File: src/design/bcd_cfg.svh
// Encodings, cycle counts and reset values of the decoder
`ifndef BCD_CFG_SVH
`define BCD_CFG_SVH
// Operation
// (RQ1) Nibble 1011 skips next when file bit clear
// (RQ2) Nibble 1010 skips next when file bit set
// (RQ3) 1110 0ccc conditional branch on status flag
// (RQ4) 1110 110s plus second word: absolute call
// (RQ5) 1110 1111 plus second word: absolute jump
// (RQ6) Word 0006h discards stack top, one cycle
// (RQ7) Word 0005h pushes program counter, one cycle
// (RQ8) 0010h/0011h interrupt return, enables re-set
// (RQ9) 0000 1100 kkkk kkkk: return with working_register literal
// (RQ10) Word 0003h enters standby, updates timeout/powerdown
// (RQ11) Taken or PC-changing: second cycle is no-op
// (RQ12) Unconsumed second instruction word executes as no-op
// (RQ13) Nibbles 1001/1000/0111: bit clear, set, toggle
// (RQ14) 1101 0/1 eleven-bit relative jump or call

`define BCD_NIB_SKIP_CLR 4'hB
`define BCD_NIB_SKIP_SET 4'hA
`define BCD_NIB_BIT_CLR 4'h9
`define BCD_NIB_BIT_SET 4'h8
`define BCD_NIB_BIT_TGL 4'h7
`define BCD_NIB_CTRL 4'hE
`define BCD_NIB_REL 4'hD
`define BCD_NIB_SECOND 4'hF
`define BCD_NIB_MISC 4'h0
`define BCD_CALL_CODE 3'h6
`define BCD_JUMP_CODE 4'hF
`define BCD_WORD_NOP 16'h0000
`define BCD_WORD_POP 16'h0006
`define BCD_WORD_PUSH 16'h0005
`define BCD_WORD_STANDBY 16'h0003
`define BCD_IRQ_RET_HI 15'h0008
`define BCD_SUB_RET_HI 15'h0009
`define BCD_LIT_RET_HI 8'h0C
`define BCD_CYC_ONE 2'h1
`define BCD_CYC_TWO 2'h2
`define BCD_RST_CYC 2'h0
`define BCD_RST_ADDR 8'h00
`define BCD_RST_OFFSET 11'h000
`define BCD_RST_TARGET 20'h00000
`endif

File: src/design/bcd_pkg.sv
// Types shared by the decoder modules
package bcd_pkg;
   typedef enum logic [4:0] {
      BCD_NOP, BCD_BIT_CLR, BCD_BIT_SET, BCD_BIT_TGL, BCD_SKIP_CLR, BCD_SKIP_SET,
      BCD_BRANCH_COND, BCD_REL_JUMP, BCD_REL_CALL, BCD_ABS_CALL, BCD_ABS_JUMP,
      BCD_POP, BCD_PUSH, BCD_IRQ_RET, BCD_LIT_RET, BCD_SUB_RET, BCD_STANDBY,
      BCD_OTHER, BCD_OPERAND, BCD_SQUASH
   } bcd_class_e;
   typedef enum logic [1:0] {ST_EXEC, ST_OPERAND, ST_FLUSH, ST_SKIP} bcd_state_e;
endpackage : bcd_pkg

File: src/design/bcd_op_decode.sv
// Combinational classifier of one instruction word
`timescale 1ns/100ps
`include "bcd_cfg.svh"
module bcd_op_decode (
   input wire logic [15:0] instr_i,
   input wire logic flag_zero_i,
   input wire logic flag_carry_i,
   input wire logic flag_ovf_i,
   input wire logic flag_neg_i,
   input wire logic file_bit_i,
   output bcd_pkg::bcd_class_e op_class_o,
   output logic cond_true_o,
   output logic two_word_o,
   output logic pc_change_o,
   output logic [10:0] rel_offset_o
);
   logic flag_sel;

   // Flag pair picked by ccc[2:1], polarity by ccc[0]
   always_comb begin
      case (instr_i[10:9])
         2'h0: flag_sel = flag_zero_i;
         2'h1: flag_sel = flag_carry_i;
         2'h2: flag_sel = flag_ovf_i;
         default: flag_sel = flag_neg_i;
      endcase
   end

   always_comb begin
      op_class_o = bcd_pkg::BCD_OTHER;
      cond_true_o = 1'b0;
      rel_offset_o = {{3{instr_i[7]}}, instr_i[7:0]};
      case (instr_i[15:12])
         `BCD_NIB_SKIP_CLR: begin
            op_class_o = bcd_pkg::BCD_SKIP_CLR; // see (RQ1)
            cond_true_o = ~file_bit_i;
         end
         `BCD_NIB_SKIP_SET: begin
            op_class_o = bcd_pkg::BCD_SKIP_SET; // see (RQ2)
            cond_true_o = file_bit_i;
         end
         `BCD_NIB_BIT_CLR: op_class_o = bcd_pkg::BCD_BIT_CLR; // see (RQ13)
         `BCD_NIB_BIT_SET: op_class_o = bcd_pkg::BCD_BIT_SET; // see (RQ13)
         `BCD_NIB_BIT_TGL: op_class_o = bcd_pkg::BCD_BIT_TGL; // see (RQ13)
         `BCD_NIB_CTRL: begin
            if (!instr_i[11]) begin
               op_class_o = bcd_pkg::BCD_BRANCH_COND; // see (RQ3)
               cond_true_o = flag_sel ^ instr_i[8];
            end else if (instr_i[11:9] == `BCD_CALL_CODE) begin
               op_class_o = bcd_pkg::BCD_ABS_CALL; // see (RQ4)
            end else if (instr_i[11:8] == `BCD_JUMP_CODE) begin
               op_class_o = bcd_pkg::BCD_ABS_JUMP; // see (RQ5)
            end
         end
         `BCD_NIB_REL: begin
            op_class_o = instr_i[11] ? bcd_pkg::BCD_REL_CALL : bcd_pkg::BCD_REL_JUMP; // see (RQ14)
            rel_offset_o = instr_i[10:0];
         end
         // A lone second word carries no operation
         `BCD_NIB_SECOND: op_class_o = bcd_pkg::BCD_NOP; // see (RQ12)
         `BCD_NIB_MISC: begin
            if (instr_i == `BCD_WORD_NOP) op_class_o = bcd_pkg::BCD_NOP;
            else if (instr_i == `BCD_WORD_POP) op_class_o = bcd_pkg::BCD_POP; // see (RQ6)
            else if (instr_i == `BCD_WORD_PUSH) op_class_o = bcd_pkg::BCD_PUSH; // see (RQ7)
            else if (instr_i == `BCD_WORD_STANDBY) op_class_o = bcd_pkg::BCD_STANDBY; // see (RQ10)
            else if (instr_i[15:1] == `BCD_IRQ_RET_HI) op_class_o = bcd_pkg::BCD_IRQ_RET; // see (RQ8)
            else if (instr_i[15:1] == `BCD_SUB_RET_HI) op_class_o = bcd_pkg::BCD_SUB_RET;
            else if (instr_i[15:8] == `BCD_LIT_RET_HI) op_class_o = bcd_pkg::BCD_LIT_RET; // see (RQ9)
         end
         default: op_class_o = bcd_pkg::BCD_OTHER;
      endcase
   end

   assign two_word_o = (op_class_o == bcd_pkg::BCD_ABS_CALL) ||
                       (op_class_o == bcd_pkg::BCD_ABS_JUMP);
   assign pc_change_o = (op_class_o == bcd_pkg::BCD_REL_JUMP) ||
                        (op_class_o == bcd_pkg::BCD_REL_CALL) ||
                        (op_class_o == bcd_pkg::BCD_IRQ_RET) ||
                        (op_class_o == bcd_pkg::BCD_LIT_RET) ||
                        (op_class_o == bcd_pkg::BCD_SUB_RET);
endmodule : bcd_op_decode

File: src/design/bcd_decoder.sv
// Bit and control operation decoder with skip, flush and operand sequencing
`timescale 1ns/100ps
`include "bcd_cfg.svh"
module bcd_decoder (
   input wire logic clock_i,
   input wire logic rst_n_i,
   input wire logic instr_valid_i,
   input wire logic [15:0] instr_i,
   input wire logic flag_zero_i,
   input wire logic flag_carry_i,
   input wire logic flag_ovf_i,
   input wire logic flag_neg_i,
   input wire logic file_bit_i,
   output logic dec_valid_o,
   output bcd_pkg::bcd_class_e op_class_o,
   output logic [2:0] bit_num_o,
   output logic [7:0] file_addr_o,
   output logic access_bank_o,
   output logic [10:0] rel_offset_o,
   output logic [19:0] abs_target_o,
   output logic [7:0] literal_o,
   output logic [1:0] cycles_o,
   output logic taken_o,
   output logic squash_o,
   output logic stack_push_o,
   output logic stack_pop_o,
   output logic fast_save_o,
   output logic fast_restore_o,
   output logic irq_enable_o,
   output logic standby_o,
   output logic to_pd_update_o
);
   logic rst_q1;
   logic rst_n;
   bcd_pkg::bcd_state_e state;
   bcd_pkg::bcd_class_e d_class;
   logic d_cond;
   logic d_two;
   logic d_pc;
   logic [10:0] d_offset;
   logic pend_call;
   logic pend_fast;
   logic [7:0] target_low;
   logic exec;
   logic redirect;

   // Reset is released through two flops so release is clean to clock_i
   always_ff @(posedge clock_i or negedge rst_n_i) begin
      if (!rst_n_i) begin
         rst_q1 <= 1'b0;
         rst_n <= 1'b0;
      end else begin
         rst_q1 <= 1'b1;
         rst_n <= rst_q1;
      end
   end

   bcd_op_decode u_dec (
      .instr_i(instr_i),
      .flag_zero_i(flag_zero_i),
      .flag_carry_i(flag_carry_i),
      .flag_ovf_i(flag_ovf_i),
      .flag_neg_i(flag_neg_i),
      .file_bit_i(file_bit_i),
      .op_class_o(d_class),
      .cond_true_o(d_cond),
      .two_word_o(d_two),
      .pc_change_o(d_pc),
      .rel_offset_o(d_offset)
   );

   assign exec = instr_valid_i && (state == bcd_pkg::ST_EXEC);
   assign redirect = d_pc || (d_class == bcd_pkg::BCD_BRANCH_COND && d_cond);

   // Sequencing: operand word, flushed prefetch, skipped word
   always_ff @(posedge clock_i or negedge rst_n) begin
      if (!rst_n) begin
         state <= bcd_pkg::ST_EXEC;
      end else if (instr_valid_i) begin
         case (state)
            bcd_pkg::ST_EXEC: begin
               if (d_two) state <= bcd_pkg::ST_OPERAND; // see (RQ4) (RQ5)
               else if (redirect) state <= bcd_pkg::ST_FLUSH; // see (RQ11)
               else if ((d_class == bcd_pkg::BCD_SKIP_CLR ||
                         d_class == bcd_pkg::BCD_SKIP_SET) && d_cond) begin
                  state <= bcd_pkg::ST_SKIP; // see (RQ1) (RQ2)
               end
            end
            bcd_pkg::ST_OPERAND: state <= bcd_pkg::ST_EXEC;
            bcd_pkg::ST_FLUSH: state <= bcd_pkg::ST_EXEC;
            // A skipped two-word instruction costs a third cycle
            bcd_pkg::ST_SKIP: state <= d_two ? bcd_pkg::ST_FLUSH : bcd_pkg::ST_EXEC; // see (RQ1)
            default: state <= bcd_pkg::ST_EXEC;
         endcase
      end
   end

   // First word of a two-word instruction, held for its operand
   always_ff @(posedge clock_i or negedge rst_n) begin
      if (!rst_n) begin
         pend_call <= 1'b0;
         pend_fast <= 1'b0;
         target_low <= `BCD_RST_ADDR;
      end else if (exec && d_two) begin
         pend_call <= (d_class == bcd_pkg::BCD_ABS_CALL);
         pend_fast <= instr_i[8];
         target_low <= instr_i[7:0];
      end
   end

   // Decoded record, one per accepted word
   always_ff @(posedge clock_i or negedge rst_n) begin
      if (!rst_n) begin
         dec_valid_o <= 1'b0;
         op_class_o <= bcd_pkg::BCD_NOP;
         bit_num_o <= 3'h0;
         file_addr_o <= `BCD_RST_ADDR;
         access_bank_o <= 1'b0;
         rel_offset_o <= `BCD_RST_OFFSET;
         literal_o <= `BCD_RST_ADDR;
         cycles_o <= `BCD_RST_CYC;
         taken_o <= 1'b0;
         squash_o <= 1'b0;
      end else begin
         dec_valid_o <= instr_valid_i;
         if (instr_valid_i) begin
            bit_num_o <= instr_i[11:9];
            file_addr_o <= instr_i[7:0];
            access_bank_o <= instr_i[8];
            rel_offset_o <= d_offset;
            literal_o <= instr_i[7:0]; // see (RQ9)
            case (state)
               bcd_pkg::ST_EXEC: begin
                  op_class_o <= d_class;
                  taken_o <= redirect || (d_cond && (d_class == bcd_pkg::BCD_SKIP_CLR ||
                             d_class == bcd_pkg::BCD_SKIP_SET));
                  squash_o <= 1'b0;
                  cycles_o <= (d_two || redirect || ((d_class == bcd_pkg::BCD_SKIP_CLR ||
                              d_class == bcd_pkg::BCD_SKIP_SET) && d_cond)) ?
                              `BCD_CYC_TWO : `BCD_CYC_ONE; // see (RQ3) (RQ11)
               end
               bcd_pkg::ST_OPERAND: begin
                  // The operand word is consumed, not executed
                  op_class_o <= bcd_pkg::BCD_OPERAND; // see (RQ12)
                  taken_o <= 1'b0;
                  squash_o <= 1'b0;
                  cycles_o <= `BCD_CYC_ONE;
               end
               default: begin
                  op_class_o <= bcd_pkg::BCD_SQUASH; // see (RQ11)
                  taken_o <= 1'b0;
                  squash_o <= 1'b1;
                  cycles_o <= `BCD_CYC_ONE;
               end
            endcase
         end else begin
            taken_o <= 1'b0;
            squash_o <= 1'b0;
         end
      end
   end

   // Absolute target completes when the operand word arrives
   always_ff @(posedge clock_i or negedge rst_n) begin
      if (!rst_n) begin
         abs_target_o <= `BCD_RST_TARGET;
      end else if (instr_valid_i && state == bcd_pkg::ST_OPERAND) begin
         abs_target_o <= {instr_i[11:0], target_low}; // see (RQ4) (RQ5)
      end
   end

   // Stack, interrupt-enable and power-status side effects, one-cycle pulses
   always_ff @(posedge clock_i or negedge rst_n) begin
      if (!rst_n) begin
         stack_push_o <= 1'b0;
         stack_pop_o <= 1'b0;
         fast_save_o <= 1'b0;
         fast_restore_o <= 1'b0;
         irq_enable_o <= 1'b0;
         standby_o <= 1'b0;
         to_pd_update_o <= 1'b0;
      end else begin
         stack_push_o <= (exec && (d_class == bcd_pkg::BCD_PUSH ||
                          d_class == bcd_pkg::BCD_REL_CALL)) ||
                         (instr_valid_i && state == bcd_pkg::ST_OPERAND && pend_call); // see (RQ7) (RQ14)
         fast_save_o <= instr_valid_i && state == bcd_pkg::ST_OPERAND && pend_call &&
                        pend_fast; // see (RQ4)
         stack_pop_o <= exec && (d_class == bcd_pkg::BCD_POP || d_class == bcd_pkg::BCD_IRQ_RET ||
                        d_class == bcd_pkg::BCD_LIT_RET ||
                        d_class == bcd_pkg::BCD_SUB_RET); // see (RQ6) (RQ9)
         irq_enable_o <= exec && d_class == bcd_pkg::BCD_IRQ_RET; // see (RQ8)
         fast_restore_o <= exec && d_class == bcd_pkg::BCD_IRQ_RET && instr_i[0]; // see (RQ8)
         standby_o <= exec && d_class == bcd_pkg::BCD_STANDBY; // see (RQ10)
         to_pd_update_o <= exec && d_class == bcd_pkg::BCD_STANDBY; // see (RQ10)
      end
   end

   a_skip_clear_state: assert property (@(posedge clock_i) disable iff (!rst_n) // see (RQ1)
      exec && d_class == bcd_pkg::BCD_SKIP_CLR && !file_bit_i |=>
      state == bcd_pkg::ST_SKIP && cycles_o == `BCD_CYC_TWO)
      else $error("skip on clear bit not entered");
   a_skip_set_hold: assert property (@(posedge clock_i) disable iff (!rst_n) // see (RQ2)
      exec && d_class == bcd_pkg::BCD_SKIP_SET && !file_bit_i |=>
      state == bcd_pkg::ST_EXEC && cycles_o == `BCD_CYC_ONE && !to_pd_update_o)
      else $error("skip on set taken with bit clear");
   a_branch_taken_flush: assert property (@(posedge clock_i) disable iff (!rst_n) // see (RQ3)
      exec && d_class == bcd_pkg::BCD_BRANCH_COND && d_cond ##1 instr_valid_i |=>
      squash_o && op_class_o == bcd_pkg::BCD_SQUASH)
      else $error("taken branch not followed by squashed cycle");
   a_branch_not_taken: assert property (@(posedge clock_i) disable iff (!rst_n) // see (RQ3)
      exec && d_class == bcd_pkg::BCD_BRANCH_COND && !d_cond |=>
      cycles_o == `BCD_CYC_ONE && !taken_o && state == bcd_pkg::ST_EXEC)
      else $error("untaken branch costs more than one cycle");
   a_call_operand_push: assert property (@(posedge clock_i) disable iff (!rst_n) // see (RQ4)
      exec && d_class == bcd_pkg::BCD_ABS_CALL ##1 instr_valid_i |=>
      stack_push_o && fast_save_o == $past(pend_fast) &&
      abs_target_o[19:8] == $past(instr_i[11:0]))
      else $error("call operand word mishandled");
   a_jump_no_push: assert property (@(posedge clock_i) disable iff (!rst_n) // see (RQ5)
      exec && d_class == bcd_pkg::BCD_ABS_JUMP ##1 instr_valid_i |=>
      !stack_push_o && op_class_o == bcd_pkg::BCD_OPERAND && state == bcd_pkg::ST_EXEC)
      else $error("jump operand word mishandled");
   a_pop_single: assert property (@(posedge clock_i) disable iff (!rst_n) // see (RQ6)
      exec && d_class == bcd_pkg::BCD_POP |=>
      stack_pop_o && !stack_push_o && cycles_o == `BCD_CYC_ONE)
      else $error("pop not a single cycle discard");
   a_push_single: assert property (@(posedge clock_i) disable iff (!rst_n) // see (RQ7)
      exec && d_class == bcd_pkg::BCD_PUSH |=>
      stack_push_o && !stack_pop_o && cycles_o == `BCD_CYC_ONE)
      else $error("push not a single cycle push");
   a_irq_return: assert property (@(posedge clock_i) disable iff (!rst_n) // see (RQ8)
      exec && d_class == bcd_pkg::BCD_IRQ_RET |=>
      irq_enable_o && fast_restore_o == $past(instr_i[0]) && cycles_o == `BCD_CYC_TWO)
      else $error("interrupt return effects wrong");
   a_literal_return: assert property (@(posedge clock_i) disable iff (!rst_n) // see (RQ9)
      exec && d_class == bcd_pkg::BCD_LIT_RET |=>
      literal_o == $past(instr_i[7:0]) && stack_pop_o && state == bcd_pkg::ST_FLUSH)
      else $error("literal return effects wrong");
   a_standby_entry: assert property (@(posedge clock_i) disable iff (!rst_n) // see (RQ10)
      exec && d_class == bcd_pkg::BCD_STANDBY |=>
      standby_o && to_pd_update_o ##1 !standby_o)
      else $error("standby entry pulse wrong");
   a_rel_call_push: assert property (@(posedge clock_i) disable iff (!rst_n) // see (RQ14)
      exec && d_class == bcd_pkg::BCD_REL_CALL |=>
      stack_push_o && cycles_o == `BCD_CYC_TWO && rel_offset_o == $past(instr_i[10:0]))
      else $error("relative call decode wrong");
endmodule : bcd_decoder

File: config.mk
export PLATFORM = sky130hd
export DESIGN_NAME = bcd_decoder
export DESIGN_NICKNAME = d
export VERILOG_FILES = /design/src/design/bcd_pkg.sv /design/src/design/bcd_op_decode.sv /design/src/design/bcd_decoder.sv
export VERILOG_INCLUDE_DIRS = /design/src /design/src/design
export SDC_FILE = /design/constraint.sdc
export NUM_CORES = 1
export LEC_CHECK = 0
export ABC_CLOCK_PERIOD_IN_PS = 4340
export BUFFER_PORTS_ARGS = -buffer_cell sky130_fd_sc_hd__buf_2
export CAP_MARGIN = 0
export CORE_AREA = 2 2 113 115
export DETAILED_ROUTE_END_ITERATION = 8
export DIE_AREA = 0 0 115 117
export PLACE_DENSITY_LB_ADDON = 0.2
export SYNTH_ARGS = -nofsm -noshare
export SYNTH_HDL_FRONTEND = slang
export SYNTH_HIERARCHICAL = 1
export SYNTH_SLANG_ARGS = --single-unit
File: constraint.sdc
create_clock -name clock_i -period 4.34 [get_ports clock_i]
set_input_delay 0.434 -clock clock_i [delete_from_list [all_inputs] [get_ports clock_i]]
set_output_delay 0.434 -clock clock_i [all_outputs]
set_load 0.01 [all_outputs]
# Yosys cells after proc, flatten, opt, wreduce, memory -nomap -nowiden

Index checks and enable logic that the tools add are counted.

Flip-flop bits (word level): 73
Input port bits: 24
Output and inout bits: 68
Logic and storage cells: 121

Eq/ne operators: 35
Multiplexer cells: 28
Bitwise operators: 2
Reduce and logical (&&, ||, !) cells: 34

Operators with widths:

| cell                | number |
|---|---|
| $mux 5              | 10 |
| $pmux 5 s9          | 1 |
| $eq 5x4->1 const B  | 8 |
| $eq 16x3->1 const B | 2 |
| $eq 4x4->1 const B  | 8 |
| $eq 15x4->1 const B | 2 |
| $eq 5x3->1 const B  | 4 |
| $eq 16x2->1 const B | 1 |
| $logic_not 16->1    | 1 |
| $logic_or 1x1->1    | 15 |
| $logic_and 1x1->1   | 12 |
| $mux 2              | 6 |
| $mux 11             | 1 |
| $pmux 5 s2          | 1 |
| $eq 8x4->1 const B  | 1 |
| $eq 2x2->1 const B  | 3 |
| $pmux 1 s3          | 2 |
| $pmux 2 s3          | 1 |
| $eq 5x5->1 const B  | 1 |
| $mux 1              | 5 |
| $eq 2x1->1 const B  | 2 |
| $eq 4x3->1 const B  | 1 |
| $logic_not 2->1     | 2 |
| $logic_not 4->1     | 1 |
| other kinds (7)     | 8 |

# Longest topological paths before layout

Gate-level depths: netlist (run 1).

Depth after elaboration: 19
Mapped depth: 9
Gate-level depth less buffers: 8

# Modules after synthesis

The synthesis (run 1) kept the hierarchy.

Modules (own cells, without submodules):

| module        | instances | cells an instance | area an instance (um^2) | sequential area each (um^2) |
|---|---|---|---|---|
| bcd_decoder   | 1         | 193               | 2,904.0                 | 1,826.8 |
| bcd_op_decode | 1         | 96                | 681.9                   | 0.0 |

# Worst setup path after synthesis (run 1)

No wires, ideal clock.

Kind: input to register
Start point: input port instr_i[10]
End point: register state[1]
Setup time: 0.101 ns
Arrival: 2.073 ns
Required time: 4.239 ns
Slack: 2.167 ns
Stages: 8
Path buffers: 1
Cell sequence: buf_4 > nor4_4 > and3b_1 > a21oi_1 > a22o_1 > nor3b_1 > a31oi_1 > o32ai_1

Cells in the longest elaborated chain, start to end: 18
Elaborated cells between the ends (all ways): 52
Those cells by class: eq/ne: 21; mux: 18; bitwise: 1; reduce/logical: 12

Ends and longest elaborated chain:

| element              | line                | source |
|---|---|---|
| from (decl)          | bcd_decoder.sv:8    | `input wire logic [15:0] instr_i,` |
| $eq 8x4->1 (no line) | n/a                 |  |
| $mux 5               | bcd_op_decode.sv:68 | `` else if (instr_i[15:8] == `BCD_LIT_RET_HI) op_class_o = bcd_pkg::BCD_LIT_RET; `` |
| $mux 5               | bcd_op_decode.sv:67 | `` else if (instr_i[15:1] == `BCD_SUB_RET_HI) op_class_o = bcd_pkg::BCD_SUB_RET; `` |
| $mux 5               | bcd_op_decode.sv:66 | `` else if (instr_i[15:1] == `BCD_IRQ_RET_HI) op_class_o = bcd_pkg::BCD_IRQ_RET; `` |
| $mux 5               | bcd_op_decode.sv:65 | `` else if (instr_i == `BCD_WORD_STANDBY) op_class_o = bcd_pkg::BCD_STANDBY; `` |
| $mux 5               | bcd_op_decode.sv:64 | `` else if (instr_i == `BCD_WORD_PUSH) op_class_o = bcd_pkg::BCD_PUSH; `` |
| $mux 5               | bcd_op_decode.sv:63 | `` else if (instr_i == `BCD_WORD_POP) op_class_o = bcd_pkg::BCD_POP; `` |
| $mux 5               | bcd_op_decode.sv:62 | `` if (instr_i == `BCD_WORD_NOP) op_class_o = bcd_pkg::BCD_NOP; `` |
| [1 not listed]       | n/a                 |  |
| named net d_class[4] | bcd_decoder.sv:36   | `bcd_pkg::bcd_class_e d_class;` |
| [1 not listed]       | n/a                 |  |
| $logic_or 1x1->1     | bcd_op_decode.sv:76 | `assign pc_change_o = (op_class_o == bcd_pkg::BCD_REL_JUMP) \|\|` |
| $logic_or 1x1->1     | bcd_op_decode.sv:77 | `(op_class_o == bcd_pkg::BCD_REL_CALL) \|\|` |
| $logic_or 1x1->1     | bcd_op_decode.sv:78 | `(op_class_o == bcd_pkg::BCD_IRQ_RET) \|\|` |
| $logic_or 1x1->1     | bcd_op_decode.sv:79 | `(op_class_o == bcd_pkg::BCD_LIT_RET) \|\|` |
| $logic_or 1x1->1     | bcd_decoder.sv:73   | `assign redirect = d_pc \|\| (d_class == bcd_pkg::BCD_BRANCH_COND && d_cond);` |
| $mux 2               | bcd_decoder.sv:83   | `else if (redirect) state <= bcd_pkg::ST_FLUSH;` |
| $mux 2               | bcd_decoder.sv:82   | `if (d_two) state <= bcd_pkg::ST_OPERAND;` |
| $pmux 2 s3           | bcd_decoder.sv:80   | `case (state)` |
| to (signal assigned) | bcd_decoder.sv:82   |  |
| to (signal assigned) | bcd_decoder.sv:83   |  |
| to (signal assigned) | bcd_decoder.sv:86   | `state <= bcd_pkg::ST_SKIP;` |
| to (decl)            | bcd_decoder.sv:35   | `bcd_pkg::bcd_state_e state;` |

Mark *: on every way through the listed nets, which the timed path passes. The rest lies on a longest branch.
A chain may end at the register's enable or synchronous reset.

# Final worst setup path (run 1)

Start point: input port instr_i[9]
End point: register state[1]

Elaborated cells between the ends (all ways): 52
Those cells by class: eq/ne: 21; mux: 18; bitwise: 1; reduce/logical: 12

RTL lines:

| element                                  | line                | source |
|---|---|---|
| $eq 2x2->1, or another cell as far along | bcd_op_decode.sv:21 | `case (instr_i[10:9])` |
| $pmux 1 s3 *                             | bcd_op_decode.sv:21 |  |
| $xor 1x1->1 *                            | bcd_op_decode.sv:48 | `cond_true_o = flag_sel ^ instr_i[8];` |
| $mux 1 *                                 | bcd_op_decode.sv:46 | `if (!instr_i[11]) begin` |
| $pmux 1 s3 *                             | bcd_op_decode.sv:33 | `case (instr_i[15:12])` |
| named net d_cond                         | bcd_decoder.sv:37   | `logic d_cond;` |
| $logic_and 1x1->1                        | bcd_decoder.sv:73   |  |
| $logic_or 1x1->1                         | bcd_decoder.sv:73   |  |
| $mux 2                                   | bcd_decoder.sv:83   |  |
| $mux 2                                   | bcd_decoder.sv:82   |  |
| $pmux 2 s3                               | bcd_decoder.sv:80   |  |

Marks and branches as above.

==> results of run 1 <==
==> flip-flops by register name, indices dropped and copies added (netlist names), 2 cells and up <==
name          cells
abs_target_o     20
rel_offset_o     11
literal_o         8
target_low        8
op_class_o        5
bit_num_o         3
cycles_o          2
state             2
==> stage by stage <==
step                      instance area [um2]  hold WS, ns  utilization
after floorplan                          3590        0.138            -
after global placement                   4010        0.220        0.326
after detailed placement                 4010        0.222        0.326
after CTS                                4300        0.359        0.349
after global routing                     4300        0.372        0.349
final                                    4300        0.353        0.349
==> worst min path at each step <==
| stage | end | startpoint |
|---|---|---|
| after floorplan | rst_n | rst_n_i |
| after detailed placement | rst_q1 | rst_n_i |
| after CTS | rst_n | rst_q1 |
| after global routing | rst_n | rst_q1 |
| after global placement | rst_q1 | rst_n_i |
| final | rst_n | rst_q1 |
==> Yosys cell counts, drive strengths merged, types with 2 or more instances <==
library cell / n / share of area
and2b: 4 / 0.0091
o32ai: 2 / 0.0049
or2: 2 / 0.0035
dfrtp: 73 / 0.51
o31ai: 2 / 0.0042
a21oi: 8 / 0.011
nand2: 20 / 0.022
nand4: 2 / 0.0035
clkbuf: 2 / 0.0049
mux2: 52 / 0.18
xor2: 3 / 0.0073
a31oi: 3 / 0.0052
buf: 27 / 0.058
a211oi: 2 / 0.0056
o22a: 3 / 0.0073
nor2b: 5 / 0.0087
and2: 4 / 0.0073
o21ai: 10 / 0.014
nand3: 4 / 0.0070
inv: 9 / 0.0094
o211ai: 3 / 0.0091
and3b: 2 / 0.0049
nor2: 9 / 0.0094
nor3: 5 / 0.0070
nor3b: 3 / 0.0077
nand2b: 7 / 0.012
nor4: 4 / 0.017
==> routing by layer <==
layer,part of all wire,track usage
met5,0,0
met4,0.014,0.0530
met3,0.039,0.0268
met2,0.46,0.204
met1,0.49,0.174
==> where the power goes <==
group | switching, W | internal, W
Sequential | 0.0000478 | 0.000747
Combinational | 0.000132 | 0.000134
Clock | 0.000283 | 0.000418
==> worst max-delay path, stage by stage <==
cell and delay, ns:
buf_2 0.21, mux4_2 0.54, xor2_1 0.15, a31oi_1 0.09
o21ai_1 0.11, nor2b_1 0.16, nor3b_1 0.34, a31oi_1 0.16
o32ai_1 0.25
==> final cells by class <==
cell class              count  area [um2]
fillers                  1247        8010
flip-flops and latches     73        1830
multi-input cells         178        1500
repair buffers             92         465
clock buffers              12         256
well taps                 150         188
inverters                   9        33.8
clock inverters             4        26.3
==> cells by family (layout without fill, tap and decap cells) <==
| family | Yosys count | in the layout | synth area share |
|---|---|---|---|
| simple gates | 80 | 80 | 0.142 |
| flops | 73 | 73 | 0.509 |
| mux | 54 | 54 | 0.191 |
| compound gates | 40 | 40 | 0.0771 |
| buf+inv | 38 | 117 | 0.0719 |
| xor+xnor | 3 | 3 | 0.00733 |
| other cells | 1 | 1 | 0.00105 |
==> repair_timing <==
item                                   CTS  global route
setup endpoints to repair                0             0
buffers inserted                         0             0
hold buffers                             1             0
endpoints found under the hold margin    2             0
==> results_dict.tcl, run 1 <==
set metrics [dict create \
    status "finished, final reports clean" \
    dp.cells 501 \
    layout.nets 387 \
    drtIter0Drc 54 \
    r2r_cells 3 \
    root_buffer "clkbuf_16" \
    grt_pass1_wl_um 13200 \
    rsz0062_at_grt "false" \
    r2r-start "state[1]" \
    stdcell_count 518 \
    htree_levels 3 \
    min_path_type "reg -> reg" \
    yosysUniqueCellTypes 60 \
    critPathRequiredTime_ns 4.57 \
    r2r_slack_ns 2.57 \
    hold_viol 0 \
    fin_crit_ns 2.22 \
    io_buffers 91 \
    seq_area_frac_synth 0.509 \
    die_x_um 115 \
    syn_nets 313 \
    slew_violations 0 \
    initial_core_util 0.291 \
    synth.avg_cell_area_um2 12.4 \
    place_ws_ns 1.80 \
    crit_path_start_kind "primary input" \
    ys.flop_type "dfrtp_1" \
    end_kind "flop" \
    grt_max_degree 72 \
    skew_ns 0.00444 \
    final_cell_mix "buf_2 (91), dfrtp_1 (72), mux2_2 (34)" \
    routed_wl_um 8180 \
    io_pins 92 \
    core_um2 12300 \
    final_common_cell "buf_2" \
    grt_usage 0.129 \
    cts_tree "yes" \
    whs_path_depth 0 \
    syn_to_final_growth_pct 20.0 \
    rows 41 \
    drcViolationCount 0 \
    peakVddDrop_uv 160 \
    antenna_found_initial 0 \
    arrival_ns 2.45 \
    cp_max_fo 9 \
    die_h_um 117 \
    r2r-end "abs_target_o[0]" \
    power.total_w 0.00176 \
    cts_buffers 9 \
    viasPerCell 4.68 \
    fmax_mhz 451 \
    syn_area_um2 3590 \
    cp-endpoint "state[1]" \
    wl_per_cell_um 15.8 \
    ctsLongestPathBuffers 2 \
    setup_viol 0 \
    synth_edf_count 0 \
    dr.pass1.iters 5 \
    relSlewSlack 0.387 \
    dp.final_hpwl_um 5550 \
    async_flop_share 1.00 \
    maxCapViolCount 0 \
    dieArea_um2 13500 \
    yosys_warnings 6 \
    fin_ws_ns 2.12 \
    worst_slew_pin_slew_ns 0.919 \
    cellPowerDensity_nw_per_um2 410 \
    vias 2426 \
    clk_latency_ns 0.33 \
    drive_above_1_share 0.467 \
    fin_setup_tns_ns 0 \
    post_cts_resized 0 \
    path_clk_slew_ns 0.06 \
    place.gp.congestion 0.761 \
    fin_crit_sh 0.511 \
    leakage_nw 2.13 \
    synth-seq-cells 73 \
    crit_start "instr_i[9]" \
    grt_remaining_overflow 0 \
    diodes 0 \
    netlist_instances 289 \
    clock_sinks 73 \
    drt.antenna.violating_nets 0 \
    grt_pass1_vias 2498 \
    crit_type "in -> reg" \
]
(Power assumes the default switching activity.)
==> inputs of run 2 (changes only) <==
ABC_CLOCK_PERIOD_IN_PS = 2000   (was 4340)
clock period = 2 ns   (was 4.34 ns; I/O delays follow)
==> results_dict.tcl, run 2 (synthesis results as in run 1) <==
set metrics [dict create \
    status "finished, final reports clean" \
    htree_levels 3 \
    routed_wl_um 8390 \
    grt_pass1_wl_um 13900 \
    cts_tree "yes" \
    clk_latency_ns 0.33 \
    hold_ws_ns 0.179 \
    multi_input_area_um2 1510 \
    fin_crit_sh 0.913 \
    skew_ns 0.00616 \
    dp.final_hpwl_um 6210 \
    end_kind "flop" \
    largest_register_ffs 20 \
    post-route-util 0.372 \
    fmax_mhz 548 \
    min_path_type "in -> async" \
    fin_ws_ns 0.174 \
    slew_violations 0 \
    grt_max_degree 72 \
    grt_pass1_vias 2691 \
    setup_viol 0 \
    design_area_um2 4580 \
    die_x_um 115 \
    place_ws_ns -0.251 \
    path_clk_slew_ns 0.06 \
    post_cts_buffers 0 \
    root_buffer "clkbuf_16" \
    initial_core_util 0.291 \
    antenna_found_initial 0 \
    io_pins 92 \
    hold_viol 0 \
    die_h_um 117 \
    io_buffers 91 \
    viasPerCell 4.60 \
    fin_crit_ns 1.83 \
    drive_above_1_share 0.517 \
    grt_usage 0.134 \
    syn_to_final_growth_pct 27.8 \
    rsz0062_at_grt "false" \
    final_cell_mix "buf_2 (91), dfrtp_1 (72), buf_4 (37)" \
    fillers 1230 \
    grt_remaining_overflow 0 \
    clock_sinks 73 \
    vias 2546 \
    cellPowerDensity_nw_per_um2 827 \
    dpl_cell_area_um2 4310 \
    largest-register "abs_target_o" \
    drtIter0Drc 56 \
    ff_latch_area_um2 1830 \
    rows 41 \
    top_regs "abs_target_o: 20 flops, rel_offset_o: 11 flops" \
    critPathRequiredTime_ns 2.20 \
    crit_path_start_kind "primary input" \
    ctsLongestPathBuffers 2 \
    cp_max_fo 8 \
    peakVddDrop_uv 339 \
    drcViolationCount 0 \
    dieArea_um2 13500 \
    final_common_cell "buf_2" \
    place.gp.congestion 0.808 \
    maxCapViolCount 0 \
    arrival_ns 2.02 \
    leakage_nw 2.31 \
    core_um2 12300 \
    diodes 0 \
    wl_per_cell_um 15.1 \
    dr.pass1.iters 4 \
    crit_type "in -> reg" \
    drt.antenna.violating_nets 0 \
    cts_buffers 9 \
    layout.nets 425 \
]
[run 2: power by group]
group	switching, W	internal [W]
combinational	0.000320	0.000337
sequential	0.0000758	0.00162
clock	0.000583	0.000857
total	0.000979	0.00281
[run 2: per-layer routing]
layer / GRT usage / routed length, um
met1: 0.167 / 3750
met2: 0.221 / 4120
met3: 0.0283 / 347
met4: 0.0707 / 173
met5: 0 / 0
[run 2: path summary, 6_finish.rpt]
kind / slack, ns / depth (start not counted) / startpoint / endpoint
worst max-delay path: 0.17 / 11 / instr_i[9] / cycles_o[1]
worst min-delay path: 0.18 / 2 / rst_n_i / rst_n
worst max register to register: 0.49 / 4 / state[1] / abs_target_o[1]
worst min register to register: 0.33 / 1 / rst_n / literal_o[2]
max in group asynchronous: 1.36 / 1 / rst_n / cycles_o[0]
min in group clock_i: 0.26 / 3 / instr_valid_i / op_class_o[0]
[run 2: final cells by class]
class,count,area share
Timing Repair Buffer,130,0.166
Clock buffer,11,0.0529
Sequential cell,73,0.399
Clock inverter,3,0.00437
Tap cell,150,0.0409
Multi-Input combinational cell,178,0.329
Inverter,9,0.00737
[run 2: per-stage QoR]
step | cells | setup TNS, ns | total power, W
CTS | 554 | 0 | 0.00386
detailed placement | 539 | -1.34 | 0.00239
floorplan | 289 | 0 | 0.00212
global route | 554 | 0 | 0.00399
global placement | 539 | -0.745 | 0.00238
finish | 554 | 0 | 0.00379
[run 2: repair_timing]
action,in CTS,in global routing
gates resized for setup,0,1
hold buffers,1,0
hold endpoints to repair,2,0
endpoints found under the setup margin,0,1
[run 2: critical path, cell delays in order]
cell,delay [ns]
buf_2,0.11
buf_4,0.16
nor4_4,0.31
buf_4,0.17
nand3_2,0.08
o211ai_2,0.20
nand2b_1,0.17
nor3b_1,0.06
buf_4,0.13
a311oi_1,0.32
o22ai_1,0.10
